==> src/hdl/ppt_pkg.sv <==
package ppt_pkg;

   // Widths
   localparam int LT_W = 16;
   localparam int VOTE_W = 8;

   // Stage delays in local clock ticks
   localparam int NRST_TICKS = 2;
   localparam int DIAG_TICKS = 3;
   localparam int IDU_TICKS = 1;
   localparam int ACCEPT_TICKS = 4;
   localparam int REOPEN_TICKS = 1;
   localparam int MODE_MSG_TICKS = 1;
   localparam int SCHED_INV_TICKS = 3;
   localparam int HOST_CMD_MIN = 5;
   localparam int SA_MSG_TICKS = 2;
   localparam int HOST_TX_TICKS = 2;
   localparam int ACC_RDY_TICKS = 1;
   localparam int ACC_TX_TICKS = 1;
   localparam int CLOSE_DIAG_TICKS = 4;

   // Reset, saturation and threshold values
   localparam logic [1:0] RDY_CNT = 2'(NRST_TICKS - 1);
   localparam logic [2:0] SINCE_MAX = 3'h7;
   localparam logic [2:0] SINCE_MIN = 3'(HOST_CMD_MIN);

   typedef enum logic [1:0] {
      PPT_IDLE = 2'b00,
      PPT_SYNC = 2'b01,
      PPT_SCHED = 2'b10,
      PPT_HOST = 2'b11
   } ppt_mode_e;

   typedef struct packed {
      logic node_rst;
      logic lt_clr;
      logic tx_cmd;
      logic sync_start;
      logic su_start;
      logic rwin_close;
      logic win_next;
      logic last_host_read;
      logic slot;
      logic my_turn;
   } ppt_cmd_s;

   typedef struct packed {
      logic ready;
      logic tx_strobe;
      logic rwin_open;
      logic idu_res;
      logic accept;
      logic mode_msg;
      logic host_cmd;
      logic assess_msg;
      logic acc_ready;
      logic acc_strobe;
      logic close_done;
      logic early_cmd;
   } ppt_evt_s;

   typedef struct packed {
      logic [VOTE_W-1:0] vote;
      logic [VOTE_W-1:0] limit;
      logic [2:0] vld;
      logic overrun;
      logic int_inv;
      logic out_inv;
   } ppt_sp_s;

   typedef struct packed {
      ppt_mode_e mode;
      logic [1:0] rdy_cnt;
      logic [LT_W-1:0] lt;
      logic [3:0] diag_sr;
      logic [3:0] cdiag_sr;
      logic [3:0] acc_sr;
      logic [3:0] host_sr;
      logic tx_pend;
      logic close_pend;
      logic [2:0] since_idu;
      ppt_evt_s ev;
   } ppt_state_s;

endpackage : ppt_pkg

==> src/hdl/ppt_sched_proc.sv <==
`timescale 1ns/100ps
module ppt_sched_proc (
   // Clock and reset
   input wire logic mclk_i,
   input wire logic rst_i,
   input wire logic clr_i,
   // Capture of the vote result
   input wire logic cap_i,
   input wire logic [ppt_pkg::VOTE_W-1:0] vote_cnt_i,
   input wire logic [ppt_pkg::VOTE_W-1:0] vote_limit_i,
   // Schedule assessment
   output logic overrun_o,
   output logic sched_inv_o
);
   import ppt_pkg::*;

   ppt_sp_s sp_ff;
   ppt_sp_s nxt_sp;

   // Limit travels with the vote so a later change cannot skew a result
   always_comb begin
      nxt_sp = sp_ff;
      nxt_sp.vld = {sp_ff.vld[1:0], cap_i};
      if (cap_i) begin
         nxt_sp.vote = vote_cnt_i;
         nxt_sp.limit = vote_limit_i;
      end
      if (sp_ff.vld[0]) begin
         nxt_sp.overrun = sp_ff.vote > sp_ff.limit;
      end
      if (sp_ff.vld[1]) begin
         nxt_sp.int_inv = sp_ff.overrun;
      end
      if (sp_ff.vld[2]) begin
         nxt_sp.out_inv = sp_ff.int_inv;
      end
      if (clr_i) begin
         nxt_sp = '0;
      end
   end

   always_ff @(posedge mclk_i or posedge rst_i) begin
      if (rst_i) begin
         sp_ff <= '0;
      end else begin
         sp_ff <= nxt_sp;
      end
   end

   assign overrun_o = sp_ff.overrun;
   assign sched_inv_o = sp_ff.out_inv;
endmodule : ppt_sched_proc

==> src/hdl/ppt_timing.sv <==
`timescale 1ns/100ps
module ppt_timing (
   // Clock and reset
   input wire logic mclk_i,
   input wire logic rst_i,
   // Sequencer commands and host phase start time
   input wire ppt_pkg::ppt_cmd_s cmd_i,
   input wire logic [ppt_pkg::LT_W-1:0] host_phase_start_time_i,
   // Vote stage results
   input wire logic [ppt_pkg::VOTE_W-1:0] vote_cnt_i,
   input wire logic [ppt_pkg::VOTE_W-1:0] vote_limit_i,
   // Stage events, mode and local time out
   output ppt_pkg::ppt_evt_s evt_o,
   output ppt_pkg::ppt_mode_e mode_o,
   output logic [ppt_pkg::LT_W-1:0] local_time_count_o,
   // Schedule assessment
   output logic overrun_o,
   output logic sched_inv_o
);
   import ppt_pkg::*;

   ppt_state_s st_ff;
   ppt_state_s nxt_st;
   ppt_cmd_s cmd_g;
   logic host_go;
   logic tx_busy;
   logic sync_close;
   logic close_idu;

   function automatic logic [3:0] shl(input logic [3:0] v,
                                      input logic b);
      return {v[2:0], b};
   endfunction : shl

   // Commands other than node reset are ignored until the sub-units have recovered
   assign cmd_g = st_ff.ev.ready ? cmd_i : ppt_cmd_s'('0);

   // Diagnosis of the last window still in flight blocks a new send
   assign tx_busy = st_ff.ev.idu_res | st_ff.diag_sr[0];

   assign sync_close = cmd_g.rwin_close && st_ff.mode == PPT_SYNC;

   assign close_idu = st_ff.ev.idu_res & st_ff.close_pend;

   assign host_go = st_ff.mode == PPT_SCHED &&
      st_ff.lt == LT_W'(host_phase_start_time_i - 1'b1);

   always_comb begin
      nxt_st = st_ff;
      nxt_st.ev = '0;
      nxt_st.ev.ready = st_ff.ev.ready;
      nxt_st.ev.early_cmd = st_ff.ev.early_cmd;

      // Local time
      if (cmd_g.lt_clr) begin
         nxt_st.lt = '0;
      end else begin
         nxt_st.lt = st_ff.lt + 1'b1;
      end

      // Recovery countdown after node reset
      if (st_ff.rdy_cnt != 2'h0) begin
         nxt_st.rdy_cnt = st_ff.rdy_cnt - 2'h1;
         nxt_st.ev.ready = st_ff.rdy_cnt == 2'h1;
      end

      // Input diagnosis follows each window close
      nxt_st.ev.idu_res = cmd_g.rwin_close;
      if (cmd_g.rwin_close) begin
         nxt_st.since_idu = 3'h0;
      end else if (st_ff.since_idu != SINCE_MAX) begin
         nxt_st.since_idu = st_ff.since_idu + 3'h1;
      end

      // Node diagnosis, health monitor, then transmit
      nxt_st.diag_sr = shl(st_ff.diag_sr,
                           st_ff.ev.idu_res & ~st_ff.close_pend);

      // A finished send leaves the stage free at once
      if (cmd_g.tx_cmd || st_ff.tx_pend) begin
         if (tx_busy) begin
            nxt_st.tx_pend = 1'b1;
         end else begin
            nxt_st.tx_pend = 1'b0;
            nxt_st.ev.tx_strobe = 1'b1;
         end
      end

      // Receive windows
      if (st_ff.mode == PPT_SYNC) begin
         nxt_st.ev.rwin_open = st_ff.ev.accept;
      end else begin
         nxt_st.ev.rwin_open = cmd_g.rwin_close & cmd_g.win_next;
      end

      // Accept comes a fixed four ticks after the close
      nxt_st.acc_sr = shl(st_ff.acc_sr, sync_close);
      nxt_st.ev.accept = st_ff.acc_sr[ACCEPT_TICKS-2];

      // Schedule update start
      nxt_st.ev.mode_msg = cmd_g.su_start;

      // Host communication command
      nxt_st.ev.host_cmd = host_go;
      nxt_st.host_sr = shl(st_ff.host_sr, host_go);
      // The command lands a tick after host_go, so one tick less is allowed
      if (host_go && st_ff.since_idu < SINCE_MIN - 3'h1) begin
         nxt_st.ev.early_cmd = 1'b1;
      end
      nxt_st.ev.assess_msg = st_ff.host_sr[SA_MSG_TICKS-1];
      if (st_ff.host_sr[HOST_TX_TICKS-1]) begin
         nxt_st.ev.tx_strobe = 1'b1;
      end

      // Accusations in the slots of other nodes
      if (st_ff.mode == PPT_HOST) begin
         nxt_st.ev.acc_strobe = cmd_g.slot & ~cmd_g.my_turn;
         nxt_st.ev.acc_ready = cmd_g.last_host_read;
      end
      if (st_ff.ev.acc_ready) begin
         nxt_st.ev.acc_strobe = 1'b1;
         nxt_st.close_pend = 1'b1;
      end

      // Closing diagnosis reduces suspicions, so one tick longer
      nxt_st.cdiag_sr = shl(st_ff.cdiag_sr, close_idu);
      nxt_st.ev.close_done = st_ff.cdiag_sr[CLOSE_DIAG_TICKS-2];

      // Mode sequencing
      case (st_ff.mode)
         PPT_IDLE: begin
            if (cmd_g.sync_start) begin
               nxt_st.mode = PPT_SYNC;
            end else if (cmd_g.su_start) begin
               nxt_st.mode = PPT_SCHED;
            end
         end
         PPT_SYNC: begin
            if (cmd_g.su_start) begin
               nxt_st.mode = PPT_SCHED;
            end
         end
         PPT_SCHED: begin
            if (host_go) begin
               nxt_st.mode = PPT_HOST;
            end
         end
         PPT_HOST: begin
            if (st_ff.ev.close_done) begin
               nxt_st.mode = PPT_IDLE;
               nxt_st.close_pend = 1'b0;
            end
         end
         default: begin
            nxt_st.mode = PPT_IDLE;
         end
      endcase

      // Node reset acts on the clock, like every other stage
      if (cmd_i.node_rst) begin
         nxt_st = '0;
         nxt_st.rdy_cnt = RDY_CNT;
      end
   end

   // Every stage register moves on the same edge
   always_ff @(posedge mclk_i or posedge rst_i) begin
      if (rst_i) begin
         st_ff <= '0;
         st_ff.rdy_cnt <= RDY_CNT;
      end else begin
         st_ff <= nxt_st;
      end
   end

   // Capture edge is the one that raises the diagnosis result
   ppt_sched_proc u_sched (
      .mclk_i(mclk_i),
      .rst_i(rst_i),
      .clr_i(cmd_i.node_rst),
      .cap_i(nxt_st.ev.idu_res),
      .vote_cnt_i(vote_cnt_i),
      .vote_limit_i(vote_limit_i),
      .overrun_o(overrun_o),
      .sched_inv_o(sched_inv_o)
   );

   assign evt_o = st_ff.ev;
   assign mode_o = st_ff.mode;
   assign local_time_count_o = st_ff.lt;
endmodule : ppt_timing

==> config.mk <==
export PLATFORM = sky130hd
export DESIGN_NAME = ppt_timing
export DESIGN_NICKNAME = d
export VERILOG_FILES = /design/src/hdl/ppt_pkg.sv /design/src/hdl/ppt_sched_proc.sv /design/src/hdl/ppt_timing.sv
export SDC_FILE = /design/constraint.sdc
export NUM_CORES = 1
export LEC_CHECK = 0
export BUFFER_PORTS_ARGS = -buffer_cell sky130_fd_sc_hd__buf_4
export CAP_MARGIN = 5
export CORE_MARGIN = 4
export CORE_UTILIZATION = 29
export CTS_CLUSTER_SIZE = 25
export DETAILED_ROUTE_END_ITERATION = 12
export PLACE_DENSITY_LB_ADDON = 0.05
export SETUP_SLACK_MARGIN = 0.02
export SLEW_MARGIN = 20
export SYNTH_ARGS = -nofsm -noshare
export SYNTH_HDL_FRONTEND = slang
export SYNTH_SLANG_ARGS = --single-unit
==> constraint.sdc <==
create_clock -name mclk_i -period 2 [get_ports mclk_i]
set_input_delay 0.4 -clock mclk_i [delete_from_list [all_inputs] [get_ports mclk_i]]
set_output_delay 0.4 -clock mclk_i [all_outputs]
set_load 0.03 [all_outputs]
==> metrics.log <==
[metrics] result of the run: finished, violations left
[metrics] violated checks: setup timing
[metrics] total DRC errors in the routed layout: 0
[metrics] Critical Path Fanout Max: 3
[metrics] leak pwr: between 2 and 2.5 nW
[metrics] average wire per cell in the routed design: between 10 and 15 microns
[metrics] IO buf count: between 70 and 80
[metrics] sequential fraction of the synthesis area: 0.464
[metrics] main flop type after synthesis: sky130_fd_sc_hd__dfrtp_1
[metrics] number of hold buffers added after CTS: 0
[metrics] worst r2r path cells: 6
[metrics] met2 GRT Util: 0.214
[metrics] final cycle utilization of the critical path: 1.16
[metrics] largest net degree at the start of global routing: 52
[metrics] data required time at the worst endpoint: ~2.2 ns
[metrics] Inserted Clock Buffers: 9
[metrics] final estimated routing congestion in global placement: about 0.76
[metrics] number of warnings issued by yosys: 0
[metrics] EDFF count, synth: 0
[metrics] WP data arrival: ~2.6 ns
[metrics] worst setup slack after layout: -0.313 ns
[metrics] area of the core: 12000 sq um
[metrics] CP Class: in -> reg
[metrics] Syn Area/Cell: 9.83 sq um
[metrics] initial antenna violation count: 0
[metrics] area of all placed cells without fillers: around 4700 sq um
[metrics] number of distinct library cells after synthesis: 46
[metrics] ratio of cells with drive above 1 in the final layout: 0.316
[metrics] synth-to-layout area growth: 33.1%
[metrics] cell at the root of the clock tree: sky130_fd_sc_hd__clkbuf_16
[metrics] share of the core filled with cells: 0.394
[metrics] Routed Wire Length: 8.52 mm
[metrics] number of filler cells placed in the layout: between 1000 and 1500
[metrics] Post-Synthesis Cells: 362
[metrics] clock buffer depth: 2
[metrics] antenna viol nets, final: 0
[metrics] max-slew violations: 0
[metrics] worst-path cell chain: buf_12, inv_12, ha_4, or4b_4, or4_4, nor3_2, a21oi_1, a221oi_2, nand4_2, o32ai_2
[metrics] minimum clock period after layout: roughly 2.3 ns
[metrics] share of async-settable or async-resettable flops after synthesis: 1.00
[metrics] Sum Neg Setup Slack: -0.854 ns
[metrics] initial core utilization: 0.296
[metrics] Crit. End Element: flop
[metrics] Post-Place Cell Area: roughly 4400 sq um
[metrics] post-CTS clock slew at the launch and capture registers of the worst setup and hold paths: about 0.060 ns
[metrics] Ant. Diodes: 0
[metrics] Worst Clk Skew: approximately 0.0049 ns
[metrics] later-pin clock latency in the skew report: between 0.3 and 0.4 ns
[metrics] startpoint type of the worst setup path: primary input
[metrics] grt met3 use: 0.0359
[metrics] number of failing setup endpoints in the final timing report: 3
[metrics] floorplan die height: ~120 microns
[metrics] Die Footprint: about 14000 sq um
[metrics] Syn Std Cell Area: 3560 sq um
[metrics] vias after detailed routing: between 2000 and 3000
[metrics] All-Layer GR Usage: 0.127
[metrics] Max Freq: between 400 and 500 MHz
[metrics] count of maximum capacitance violations: 0
[metrics] Synthesized Nets: 420
[metrics] flop2flop setup slack: approximately 0.06 ns
[metrics] detailed router's first-iteration violation count: 67
[metrics] slowest stage cell, crit path: sky130_fd_sc_hd__or4b_4
[metrics] number of synthesized register bits: 66
[metrics] sequential cell area: around 1700 sq um
[metrics] setup repair after global routing missed its margin: yes
[metrics] number of placement rows: 40
[metrics] Reg-to-Reg End: evt_o[0]
[metrics] post-place setup slack: -0.681 ns
[metrics] busiest layer in global routing: met2
[metrics] CTS tree: done
[metrics] worst stage delay on the critical path: between 0.4 and 0.5 ns
[metrics] met1 track utilization from global routing: 0.159
[metrics] hold violation count in the final report: 0
[metrics] maximum level of the CTS H-tree: 3
[metrics] relative slew slack: 0.705
[metrics] wire length of the first global-routing pass: roughly 14 mm
[metrics] slew at the pin closest to its max-slew limit: between 0.4 and 0.5 ns
[metrics] number of global-route vias before repair: 2868
[metrics] peak supply drop: about 0.42 mV
[metrics] type of the worst min-delay path: in -> async
[metrics] worst setup path startpoint: host_phase_start_time_i[1]
[metrics] number of I/O pins: 76
[metrics] sink count of the clock tree: 66
[metrics] Pre-Repair DR Iteration Count: 4
[metrics] launch point of the worst reg-to-reg path: local_time_count_o[14]
[metrics] Die X: around 120 microns
[metrics] Pwr Total: roughly 4.3 mW
[metrics] Pwr per Cell Area: between 900 and 1000 nW/um^2
[metrics] Total Nets Final: around 500
[metrics] Overflow after GRT: 0
[metrics] area of the multi-input gates: between 1500 and 2000 sq um
[metrics] post-DR vias/cell: 4.52
[metrics] Post-DP HPWL: roughly 6.4 mm
[cell families after synthesis]
logic type | Yosys count | share of synthesized area
adders and majority gates | 14 | 0.0492
DFF | 66 | 0.464
AOI/OAI and AO/OA | 54 | 0.104
buffers and inverters | 58 | 0.0932
and+or+nand+nor | 129 | 0.187
xor gates and xnor gates | 36 | 0.0886
muxes | 5 | 0.0141
[flip-flops by register name, indices dropped and copies added, names as in the netlist]
name / cells
u_sched.sp_ff: 19
u_sched.overrun_o: 1
st_ff: 16
evt_o: 11
u_sched.sched_inv_o: 1
mode_o: 2
local_time_count_o: 16
[area by class of cell]
class,count,share of cell area
clock buffers,10,0.0484
clock inverters,6,0.0240
inverters,17,0.0180
multi-input cells,238,0.336
flip-flops and latches,66,0.349
well taps,147,0.0388
repair buffers,113,0.185
[power by group]
group | total [mW] | leakage (nW) | internal [mW] | switching (mW)
clock | 1.83 | 0.159 | 1.22 | 0.604
combinational | 0.924 | 1.20 | 0.419 | 0.505
sequential | 1.56 | 0.907 | 1.46 | 0.0987
[per-stage QoR]
stage | hold slack (ns) | cells
detailed placement | 0.429 | 579
finish | 0.0614 | 597
global placement | 0.433 | 579
floorplan | 0.417 | 362
global route | 0.0930 | 597
CTS | 0.0724 | 595
[layout by cell type, fill, tap and decap left out, drive strengths merged, types with 3 or more instances in the layout]
cell type    n
a21o         4
a21oi       13
a22o         8
and2         3
and3         5
buf        113
bufinv       3
clkbuf      10
clkinvlp     3
dfrtp       65
ha          14
inv         17
mux2i        5
nand2       22
nand2b       4
nand3        8
nand4        5
nor2        39
nor2b       16
nor3        10
nor4         6
o21ai       14
o31ai        4
or3          3
xnor2       19
xor2        17
[worst max-delay path by stage]
stage,end,slack [ns]
after floorplan,mode_o[0],-0.54
after global placement,mode_o[0],-0.65
after detailed placement,mode_o[0],-0.68
after CTS,evt_o[0],-0.31
after global routing,evt_o[0],-0.35
final,evt_o[0],-0.31
[layer usage]
metal | routed length (microns) | part of all wire | up-vias
li1 | - | - | 1364
met1 | 3830 | 0.45 | 1278
met2 | 4220 | 0.49 | 50
met3 | 354 | 0.042 | 9
met4 | 116 | 0.014 | 0
met5 | 0 | 0 | -
[worst max-delay path: cells and delay by family]
family / cells / cell delay [ns]
simple gates: 4 / 1.27
compound gates: 3 / 0.60
buf+inv: 2 / 0.15
fa+ha+maj: 1 / 0.12
[Yosys cell counts, drive strengths merged (9+ instances only)]
cell | number | share of area
a21oi | 13 | 0.018
buf | 32 | 0.066
clkbuf | 9 | 0.0095
dfrtp | 65 | 0.46
ha | 14 | 0.049
inv | 17 | 0.018
nand2 | 22 | 0.023
nor2 | 39 | 0.041
nor2b | 16 | 0.028
nor3 | 10 | 0.015
o21ai | 14 | 0.020
xnor2 | 19 | 0.047
xor2 | 17 | 0.042
[repair_timing]
| action | CTS | global route |
|---|---|---|
| gates resized for setup | 4 | 1 |
| endpoints found under the setup margin | 3 | 3 |
| pin swaps | 4 | 2 |
| buffers inserted | 0 | 2 |
(Power assumes the default switching activity.)
